--- src/logic/aux_pin_port_regs.vh ---
// register offsets, field positions and reset values for the aux pin port
`ifndef AUX_PIN_PORT_REGS_VH
`define AUX_PIN_PORT_REGS_VH
`define PIN_CTRL_ADDR_LO   8'h32
`define PIN_CTRL_ADDR_HI   8'h33
`define PIN_CTRL_RESET     16'h0000
`define PIN_CTRL_USED_MASK 16'h0303
`define PIN_DIR0_BIT       0
`define PIN_DIR1_BIT       1
`define PIN_LVL0_BIT       8
`define PIN_LVL1_BIT       9
`define SRDY_SEL_BIT       0
`define SRDY_POL_BIT       1
`define SRDY_EN_BIT        2
`endif

--- src/logic/two_pin_aux_io_port.v ---
// two-line auxiliary digital i/o port with pin control register and function priority
// Function
// each line has a direction bit; 0 input, 1 output; bit0 line0, bit1 line1
// output level bits 8 and 9 drive lines 0 and 1; 0 low, 1 high
// misc control beats alarm control, which beats pin control register
// pin control register clears to zero on any reset
// pin control is 16-bit read/write register at byte addresses 0x32, 0x33
// enabled sample ready signal routes to line chosen by select bit, polarity bit
// unused bits 15:10 and 7:2 ignore writes and read as zero
`timescale 1ns/1ps
`include "aux_pin_port_regs.vh"

module two_pin_aux_io_port (
    input  wire        clk,
    input  wire        reset_n,
    // byte-wide register access from the device register map
    input  wire [7:0]  reg_addr,
    input  wire        reg_wr,
    input  wire [7:0]  reg_wdata,
    output wire [7:0]  reg_rdata,
    output wire        reg_hit,
    // misc control data-ready fields and event
    input  wire [2:0]  misc_control,
    input  wire        sample_ready_signal,
    // alarm function claims on each line
    input  wire [1:0]  alarm_control_en,
    input  wire [1:0]  alarm_control_level,
    // pins
    input  wire        aux_pin_zero_in,
    output wire        aux_pin_zero_out,
    output wire        aux_pin_zero_oe,
    input  wire        aux_pin_one_in,
    output wire        aux_pin_one_out,
    output wire        aux_pin_one_oe,
    // state of the pins, as seen by software elsewhere
    output reg  [1:0]  pin_level_ff
);

    // register state and its next value
    reg  [15:0] pin_ctrl_ff;
    reg  [15:0] nxt_pin_ctrl;

    // driver decision of line zero
    reg         zero_oe_sel;
    reg         zero_val_sel;

    // driver decision of line one
    reg         one_oe_sel;
    reg         one_val_sel;

    // which function claims each line, index 0 is line zero
    reg  [1:0]  misc_claim;
    reg  [1:0]  alarm_claim;

    // register-owned direction and level of each line
    wire [1:0]  reg_dir;
    wire [1:0]  reg_lvl;

    // mask of the implemented register bits
    wire [15:0] used_mask;

    // sample ready level after polarity
    wire        srdy_lvl;

    // byte lane selects and write strobes
    wire        hit_lo;
    wire        hit_hi;
    wire        wr_lo;
    wire        wr_hi;

    // true when the byte address selects the given register byte
    function addr_match;
        input [7:0] addr;
        input [7:0] target;
        begin
            addr_match = (addr == target);
        end
    endfunction

    // applies a write byte to one lane, keeping only implemented bits
    function [7:0] lane_merge;
        input [7:0] old_byte;
        input [7:0] new_byte;
        input [7:0] used;
        input       we;
        begin
            if (we) begin
                lane_merge = new_byte & used;
            end else begin
                lane_merge = old_byte & used;
            end
        end
    endfunction

    // level shown on the pin for an event under a polarity setting
    function apply_polarity;
        input evt;
        input active_high;
        begin
            if (active_high) begin
                apply_polarity = evt;
            end else begin
                apply_polarity = ~evt;
            end
        end
    endfunction

    // implemented bits: both direction bits and both level bits
    assign used_mask = `PIN_CTRL_USED_MASK;

    // address decode of the two register bytes
    assign hit_lo  = addr_match(reg_addr, `PIN_CTRL_ADDR_LO);
    assign hit_hi  = addr_match(reg_addr, `PIN_CTRL_ADDR_HI);
    assign reg_hit = hit_lo | hit_hi;

    // write strobes per byte lane; the two bytes are written independently
    assign wr_lo = reg_wr & hit_lo;
    assign wr_hi = reg_wr & hit_hi;

    // write path; unused bits are never stored, so they cannot read back
    always @* begin
        nxt_pin_ctrl[7:0]  = lane_merge(pin_ctrl_ff[7:0], reg_wdata,
                                        used_mask[7:0], wr_lo);
        nxt_pin_ctrl[15:8] = lane_merge(pin_ctrl_ff[15:8], reg_wdata,
                                        used_mask[15:8], wr_hi);
    end

    // pin control register, volatile: any reset returns both direction bits to input
    always @(posedge clk or negedge reset_n) begin
        if (!reset_n) begin
            pin_ctrl_ff <= `PIN_CTRL_RESET;
        end else begin
            pin_ctrl_ff <= nxt_pin_ctrl;
        end
    end

    // read data, zero for unmapped addresses and unused bits
    assign reg_rdata = hit_lo ? pin_ctrl_ff[7:0] :
                       hit_hi ? pin_ctrl_ff[15:8] : 8'h00;

    // register-owned settings of each line
    assign reg_dir = {pin_ctrl_ff[`PIN_DIR1_BIT], pin_ctrl_ff[`PIN_DIR0_BIT]};
    assign reg_lvl = {pin_ctrl_ff[`PIN_LVL1_BIT], pin_ctrl_ff[`PIN_LVL0_BIT]};

    // sample ready level with programmed polarity, high pol means active high
    assign srdy_lvl = apply_polarity(sample_ready_signal,
                                     misc_control[`SRDY_POL_BIT]);

    // claims of the misc and alarm functions on each line
    always @* begin
        misc_claim  = 2'h0;
        alarm_claim = alarm_control_en;
        if (misc_control[`SRDY_EN_BIT]) begin
            if (misc_control[`SRDY_SEL_BIT]) begin
                misc_claim[1] = 1'b1;
            end else begin
                misc_claim[0] = 1'b1;
            end
        end
    end

    // line zero: misc beats alarm, alarm beats the pin register
    always @* begin
        if (misc_claim[0]) begin
            zero_oe_sel  = 1'b1;
            zero_val_sel = srdy_lvl;
        end else if (alarm_claim[0]) begin
            zero_oe_sel  = 1'b1;
            zero_val_sel = alarm_control_level[0];
        end else begin
            zero_oe_sel  = reg_dir[0];
            zero_val_sel = reg_lvl[0];
        end
    end

    // line one: same fixed order as line zero
    always @* begin
        if (misc_claim[1]) begin
            one_oe_sel  = 1'b1;
            one_val_sel = srdy_lvl;
        end else if (alarm_claim[1]) begin
            one_oe_sel  = 1'b1;
            one_val_sel = alarm_control_level[1];
        end else begin
            one_oe_sel  = reg_dir[1];
            one_val_sel = reg_lvl[1];
        end
    end

    // pin drivers; a released pin is left to its pull-up
    assign aux_pin_zero_oe  = zero_oe_sel;
    assign aux_pin_zero_out = zero_val_sel;
    assign aux_pin_one_oe   = one_oe_sel;
    assign aux_pin_one_out  = one_val_sel;

    // registered pin levels
    always @(posedge clk or negedge reset_n) begin
        if (!reset_n) begin
            pin_level_ff <= 2'h0;
        end else begin
            pin_level_ff <= {aux_pin_one_in, aux_pin_zero_in};
        end
    end

endmodule // two_pin_aux_io_port

--- config.mk ---
export PLATFORM = sky130hd
export DESIGN_NAME = two_pin_aux_io_port
export DESIGN_NICKNAME = d
export VERILOG_FILES = /design/src/logic/two_pin_aux_io_port.v
export VERILOG_INCLUDE_DIRS = /design/src /design/src/logic
export SDC_FILE = /design/constraint.sdc
export NUM_CORES = 1
export LEC_CHECK = 0
export BUFFER_PORTS_ARGS = -buffer_cell sky130_fd_sc_hd__clkbuf_2
export CORE_MARGIN = 10
export CORE_UTILIZATION = 30
export DETAILED_ROUTE_END_ITERATION = 8
export PLACE_DENSITY = 0.71
export SKIP_LAST_GASP = 1
export SLEW_MARGIN = 15
export SYNTH_ARGS = -nofsm -noshare
export SYNTH_HDL_FRONTEND = slang
export SYNTH_SLANG_ARGS = --single-unit
--- constraint.sdc ---
create_clock -name clk -period 2.7 [get_ports clk]
set_input_delay 0.54 -clock clk [delete_from_list [all_inputs] [get_ports clk]]
set_output_delay 0.54 -clock clk [all_outputs]
set_load 0.01 [all_outputs]
* Word-level counts from Yosys, hierarchy flattened
Cells that the tools add are included.
** Storage, ports and cells
- Register bits after elaboration :: 18
- Input port bits :: 29
- Output and inout bits :: 15
** Operators by class
- Multiplexer cells :: 14
- Eq/ne operators :: 2
- Bitwise gates (word level) :: 4
** Operator list (count)
- 8-bit by 6-bit == test with 1-bit output, second input constant :: 2
- 8-bit two-way mux :: 2
- 1-bit two-way mux :: 11
- 1-bit bitwise AND :: 2
- 2-bit two-way mux :: 1
- 1-bit inverter :: 1
- 1-bit bitwise OR :: 1

* Longest topological paths before layout
Gate-level depths: netlist of run 1.
- Depth after elaboration :: 3
- Gate-level depth with buffers :: 3
- Mapped depth without buffers :: 3

* Worst setup path before layout of run 1
No wires, ideal clock.
- Path kind :: input -> output
- Start :: input port reg_addr[2]
- End :: output port reg_rdata[0]
- Path buffers :: 0
- Setup slack :: 1.041 ns
- Cell stages on the path :: 3
- Arrival time :: 1.119 ns
- Data required time :: 2.160 ns
- Cells stage by stage :: nor4b_4 > nand2_1 > nor2_1
** On the way
- Word-level cells in the longest chain between the ends :: 3
- Elaborated cells between the ends (all ways) :: 4
- Classes of those cells :: eq/ne (2); mux (2)
** RTL lines
- from (decl) :: line two_pin_aux_io_port.v:17 : input wire [7:0] reg_addr,
- 8-bit by 6-bit == test with 1-bit output :: line two_pin_aux_io_port.v:76 : addr_match = (addr == target);
- 8-bit two-way mux :: line two_pin_aux_io_port.v:139 : hit_hi ? pin_ctrl_ff[15:8] : 8'h00;
- 8-bit two-way mux (*) :: line two_pin_aux_io_port.v:138 : assign reg_rdata = hit_lo ? pin_ctrl_ff[7:0] :
- to (decl) :: line two_pin_aux_io_port.v:20 : output wire [7:0] reg_rdata,
Mark *: on every way between the ends. The rest lies on a longest branch, timed or not.

* Worst setup path in the final report of run 1
- Start :: input port reg_addr[2]
- End :: output port reg_rdata[1]
Same word-level chain as after synthesis.

==> metrics.md, run 1 <==
| Metric | Value |
|---|---|
| Peak VDD IR | `0.174 mV` |
| Core area | `1280 um^2` |
| Post-synthesis sequential area ratio | `37.5%` |
| Critical R2R Launch | `pin_ctrl_ff[8]` |
| Setup_tns | `0 ns` |
| Layout cells sized above 1 | `56.3%` |
| WP data arrival | `1.34 ns` |
| Resized Gates After CTS | `0` |
| Crit. End Element | `primary output` |
| Gr usage total | `7.11%` |
| Post-synth EDFFs | `0` |
| Total wire length | `1080 um` |
| Clock Skew | `0 ns` |
| Diodes inserted | `0` |
| Power Density | `404 nW/um^2` |
| Cell Area, Synth | `400 um^2` |
| H-tree Lvls | `1` |
| Leakage | `0.338 nW` |
| Initial antenna violation count | `0` |
| RSZ-0062 raised after global routing | `no` |
| Top_reg_cell synth | `dfrtp_1` |
| Commonest cells post-synth | `buf_4, dfrtp_1, mux2_2` |
| Reg2Reg Setup Slack | `1.93 ns` |
| Clk Latency, worst-skew pair | `0.24 ns` |
| Hold Buf Count CTS | `0` |
| TritonCTS Buffers | `3` |
| Post-synthesis cell type count | `19` |
| Rows | `13` |
| Vias in the first global route | `458` |
| Clock Tree Buf Depth | `2` |
| Crit path kind | `input port to primary output` |
| Yosys top cell by area | `dfrtp_1` |
| Worst reg2reg endpoint | `pin_ctrl_ff[8]` |
| Fin nets | `102` |
| Starting Density | `31.2%` |
| Layout area overhead | `42.5%` |
| CTS clk-pin slew, worst paths | `0.05 ns` |
| Final hold viol count | `0` |
| Pin count of the biggest net entering global routing | `7` |
| Die width | `56.5 um` |
| Async set-or-reset flop fraction in the synthesized netlist | `100%` |
| DR vias/cell | `4.42` |
| Synth warnings | `0` |
| Detailed Place HPWL | `1000 um` |
| First-pass GRT wire length | `1890 um` |
| Max-slew violations | `0` |
| Post-DRT Antenna Nets | `0` |
| Chip height | `56.5 um` |
| Final Cycle Share | `69.6%` |
| Avg Inst Size Synth | `10.5 um^2` |
| Top-area cell type share of the netlist area | `37.5%` |
| Drt drc | `0` |
| Max cap viols | `0` |
| R2R depth | `1` |
| Top cells by area, synth | `dfrtp_1, mux2_2, buf_4` |
| Synthesis-stage register bit count | `6` |
| Boundary pin count | `44` |
| Postcts setup bufs | `0` |
| Min cycle time layout | `1.88 ns` |
| GP Congestion | `0.621` |
| Max FO, Critical Path | `3` |
| CTS tree | `built` |
| CP startpoint kind | `input port` |
| Via Count | `380` |
| Full die area | `3200 um^2` |
| GR Overflow Total | `0` |
| Wire per inst | `12.6 um` |
| Worst Hold Class | `input port to async pin` |
| Setup violations, final | `0` |
| Post-Synthesis Cells | `38` |
| Tot Pwr | `0.000231 W` |
| 1st-iter DRT viols | `2` |
| TritonRoute pass-1 iters | `2` |
| Clk sinks | `6` |
| Status | `finished, final reports clean` |
| Layout fillers | `131` |
| Clk root buf | `clkbuf_4` |
| Data required, critical path | `2.16 ns` |
| Fmax | `532 MHz` |
| Count of input and output buffers | `31` |
[flip-flops by register name, summed over array words and instances, names as in the netlist]
signal	count
pin_level_ff	2
pin_ctrl_ff	4
[per-stage QoR]
step,instances,hold WS (ns),instance area [um^2],util [%],setup slack [ns]
5_1_grt,86,0.115,571,44.4,0.692
2_1_floorplan,43,0.244,419,-,1.04
3_3_place_gp,83,0.368,548,42.6,0.829
4_1_cts,86,0.108,571,44.4,0.811
3_5_place_dp,83,0.372,548,42.6,0.812
6_report,86,0.116,571,44.4,0.821
[where the power goes]
group	switching (W)	internal [W]	leakage, nW
sequential	0.00000234	0.0000945	0.0785
clock	0.0000334	0.0000504	0.0138
combinational	0.0000246	0.0000254	0.245
[placed cells by master, fill, tap and decap left out, drive strengths merged]
| master | n |
|---|---|
| nor4b | 1 |
| mux2 | 5 |
| nand2 | 3 |
| conb | 6 |
| nand2b | 1 |
| nand4 | 1 |
| dfrtp | 6 |
| inv | 1 |
| and4b | 1 |
| xor2 | 1 |
| and3b | 1 |
| nor2 | 3 |
| a221oi | 1 |
| a211o | 1 |
| o21ai | 1 |
| a31oi | 1 |
| mux2i | 2 |
| clkbuf | 34 |
| nor2b | 1 |
[kinds of logic after synthesis]
group	synth area share, %
buffers and inverters	12.2
muxes	19.1
DFF	37.5
xor gates and xnor gates	2.19
AOI/OAI and AO/OA	7.19
and+or+nand+nor	20.9
other	0.937
[critical path: stages]
cell	delay [ns]
clkbuf_2	0.10
nor4b_4	0.30
nand2_1	0.13
nor2_1	0.13
clkbuf_2	0.14
[layout make-up]
cell class	count	area (um^2)	share of cell area, %
multi-input combinational	30	220	38.6
sequential	6	150	26.3
clock buffer	3	22.5	3.95
tap	15	18.8	3.29
timing repair buffer	31	155	27.2
inverter	1	3.75	0.658
[per-layer routing]
metal	GRT usage [%]	wire, um
met4	3.09	0
met2	12.5	569
met5	0	0
met3	4.94	150
met1	5.94	364
[how the worst max path moves through the flow]
stage	from	end	slack (ns)	cells past startpoint
after CTS	reg_addr[2]	reg_rdata[1]	0.81	5
after detailed placement	reg_addr[2]	reg_rdata[1]	0.81	5
after floorplan	reg_addr[2]	reg_rdata[0]	1.04	3
final	reg_addr[2]	reg_rdata[1]	0.82	5
after global routing	reg_addr[2]	reg_rdata[1]	0.69	5
after global placement	reg_addr[2]	reg_rdata[0]	0.83	5
No activity file was read; power rests on OpenSTA's default activity.
==> inputs of run 2 (changes only) <==
CORE_UTILIZATION = 29   (was 30)
PLACE_DENSITY = 0.72   (was 0.71)
clock period = 1.6 ns   (was 2.7 ns; I/O delays follow)
==> run 2 against run 1 <==
Wire length about the same. Critical path depth down 1. Global-route usage decreased by 0.60 points.
==> metrics.md, run 2 (same netlist as run 1, synthesis figures left out) <==
| Metric | Value |
|---|---|
| Vias in the first global route | `431 (was 458)` |
| Commonest cells after routing, fill and taps aside | `clkbuf_2, conb_1, dfrtp_1 (unchanged)` |
| Wire per inst | `12.5 um (was 12.6 um)` |
| Leakage | `0.342 nW (was 0.338 nW)` |
| GP Congestion | `0.663 (was 0.621)` |
| Min cycle time layout | `1.47 ns` |
| Final hold viol count | `0 (unchanged)` |
| WHS Path Cells | `1` |
| TritonCTS Buffers | `3 (unchanged)` |
| Setup violations, final | `0 (unchanged)` |
| Starting Density | `30.8% (was 31.2%)` |
| Gr usage total | `6.51% (was 7.11%)` |
| Reg with most FFs | `pin_ctrl_ff (unchanged)` |
| Clk root buf | `clkbuf_4 (unchanged)` |
| CTS tree | `built (unchanged)` |
| Post-route cell area | `581 um^2 (was 571 um^2)` |
| Crit path largest cell delay | `0.37 ns (was 0.30 ns)` |
| R2R depth | `1 (unchanged)` |
| Rows | `13 (unchanged)` |
| Worst path buffer plus inverter count | `1 (was 2)` |
| GR Overflow Total | `0 (unchanged)` |
| Layout area overhead | `45.0% (was 42.5%)` |
| Worst-path cell chain | `nor2b_1 -> a221oi_1 -> a31oi_1 -> clkbuf_2 (was clkbuf_2 -> nor4b_4 -> nand2_1 -> nor2_1 -> clkbuf_2)` |
| RSZ-0062 raised after global routing | `no (unchanged)` |
| Crit path kind | `flip-flop to primary output (was input port to primary output)` |
| H-tree Lvls | `1 (unchanged)` |
| Boundary pin count | `44 (unchanged)` |
| Chip height | `57.2 um (was 56.5 um)` |
| Detailed Place HPWL | `1030 um (was 1000 um)` |
| Clock Skew | `0 ns (unchanged)` |
| Count of input and output buffers | `31 (unchanged)` |
| Reg2Reg Setup Slack | `0.83 ns (was 1.93 ns)` |
| Biggest regs | `pin_ctrl_ff x4, pin_level_ff x2 (unchanged)` |
| Critical R2R Launch | `pin_ctrl_ff[1] (was pin_ctrl_ff[8])` |
| CP startpoint kind | `flip-flop (was input port)` |
| Layout cells sized above 1 | `55.6% (was 56.3%)` |
| Clock Tree Buf Depth | `2 (unchanged)` |
| CTS clk-pin slew, worst paths | `0.04 ns (was 0.05 ns)` |
| Worst Hold Class | `input port to flip-flop (was input port to async pin)` |
| Post-DRT Antenna Nets | `0 (unchanged)` |
| WHS Endpoint | `pin_level_ff[1]` |
| Resized Gates After CTS | `0 (unchanged)` |
| Max reg flops | `4 (unchanged)` |
| Pin count of the biggest net entering global routing | `7 (unchanged)` |
| Peak VDD IR | `0.320 mV (was 0.174 mV)` |
| Diodes inserted | `0 (unchanged)` |
| Status | `finished, final reports clean (unchanged)` |
| Total wire length | `1090 um (was 1080 um)` |
| Fmax | `682 MHz` |
| Clk Latency, worst-skew pair | `0.24 ns (about the same)` |
| Full die area | `3270 um^2 (was 3200 um^2)` |
| Drt drc | `0 (unchanged)` |
| Setup_tns | `0 ns (unchanged)` |
| Max-slew violations | `0 (unchanged)` |
| Max cap viols | `0 (unchanged)` |
| Core area | `1300 um^2 (was 1280 um^2)` |
| 1st-iter DRT viols | `2 (unchanged)` |
| Most common cell after layout, fill and taps aside | `clkbuf_2 (unchanged)` |
| Via Count | `390 (was 380)` |
| Power Density | `655 nW/um^2 (was 404 nW/um^2)` |
| WP data arrival | `1.15 ns (was 1.34 ns)` |
| Largest delay contributor family on the critical path | `flip-flops (was simple AND/OR/NAND/NOR gates)` |
| First-pass GRT wire length | `1780 um (was 1890 um)` |
| Fin nets | `103 (was 102)` |
| DR vias/cell | `4.48 (was 4.42)` |
| Data required, critical path | `1.28 ns (was 2.16 ns)` |
| TritonRoute pass-1 iters | `4 (was 2)` |
| Initial antenna violation count | `0 (unchanged)` |
| Die width | `57.2 um (was 56.5 um)` |
| Final Cycle Share | `91.7%` |
| Hold_sp | `aux_pin_one_in` |
| Clk sinks | `6 (unchanged)` |
| Worst reg2reg endpoint | `pin_ctrl_ff[1] (was pin_ctrl_ff[8])` |
| Crit. End Element | `primary output (unchanged)` |
| Max FO, Critical Path | `3 (unchanged)` |
| Crit-path slowest cell | `dfrtp_1 (was nor4b_4)` |
| Postcts setup bufs | `0 (unchanged)` |
| Area post-placement | `548 um^2 (unchanged)` |
[run 2: changes by cell type in the layout (fill, tap and decap cells not counted)]
| cell | change |
|---|---|
| dlygate4sd3_1 | +1 |
[run 2: what timing repair did]
| item | in CTS | in global routing |
|---|---|---|
| hold buffers | 1 | 0 |
| setup endpoints to repair | 0 | 0 |
| endpoints found under the hold margin | 6 | 0 |
[run 2: power breakdown]
group | leakage, nW | internal (W) | switching [W]
combinational | 0.250 | 0.0000445 | 0.0000418
sequential | 0.0785 | 0.000160 | 0.00000400
clock | 0.0138 | 0.0000842 | 0.0000456
[run 2: final cells by class]
type | count | area, um^2
fillers | 147 | 721
clock buffers | 3 | 22.5
flip-flops and latches | 6 | 150
repair buffers | 32 | 165
multi-input cells | 30 | 220
inverters | 1 | 3.75
well taps | 15 | 18.8
[run 2: worst max path at each step]
stage,from,end,depth (start not counted)
6_report,pin_ctrl_ff[9],aux_pin_one_out,4
3_3_place_gp,reg_addr[2],pin_ctrl_ff[0],4
3_5_place_dp,reg_addr[2],pin_ctrl_ff[1],4
4_1_cts,pin_ctrl_ff[9],aux_pin_one_out,4
2_1_floorplan,reg_addr[2],pin_ctrl_ff[0],3
5_1_grt,pin_ctrl_ff[8],aux_pin_zero_out,4
[run 2: layer usage]
layer | track usage (%) | vias up | part of all wire (%)
met3 | 5.97 | 0 | 17
met5 | 0 | - | 0
met4 | 1.01 | 0 | 0
met2 | 11.8 | 21 | 51
li1 | - | 192 | -
met1 | 5.13 | 177 | 31
[run 2: metrics by stage]
step / total power, W / worst slack [ns] / util, % / hold slack [ns] / cells
after global routing: 0.000410 / 0.0685 / 44.6 / 0.178 / 87
final: 0.000380 / 0.133 / 44.6 / 0.191 / 87
after CTS: 0.000389 / 0.117 / 44.6 / 0.184 / 87
after floorplan: 0.000213 / 0.309 / - / 0.0244 / 43
after global placement: 0.000249 / 0.142 / 42.1 / 0.147 / 83
after detailed placement: 0.000251 / 0.122 / 42.1 / 0.155 / 83
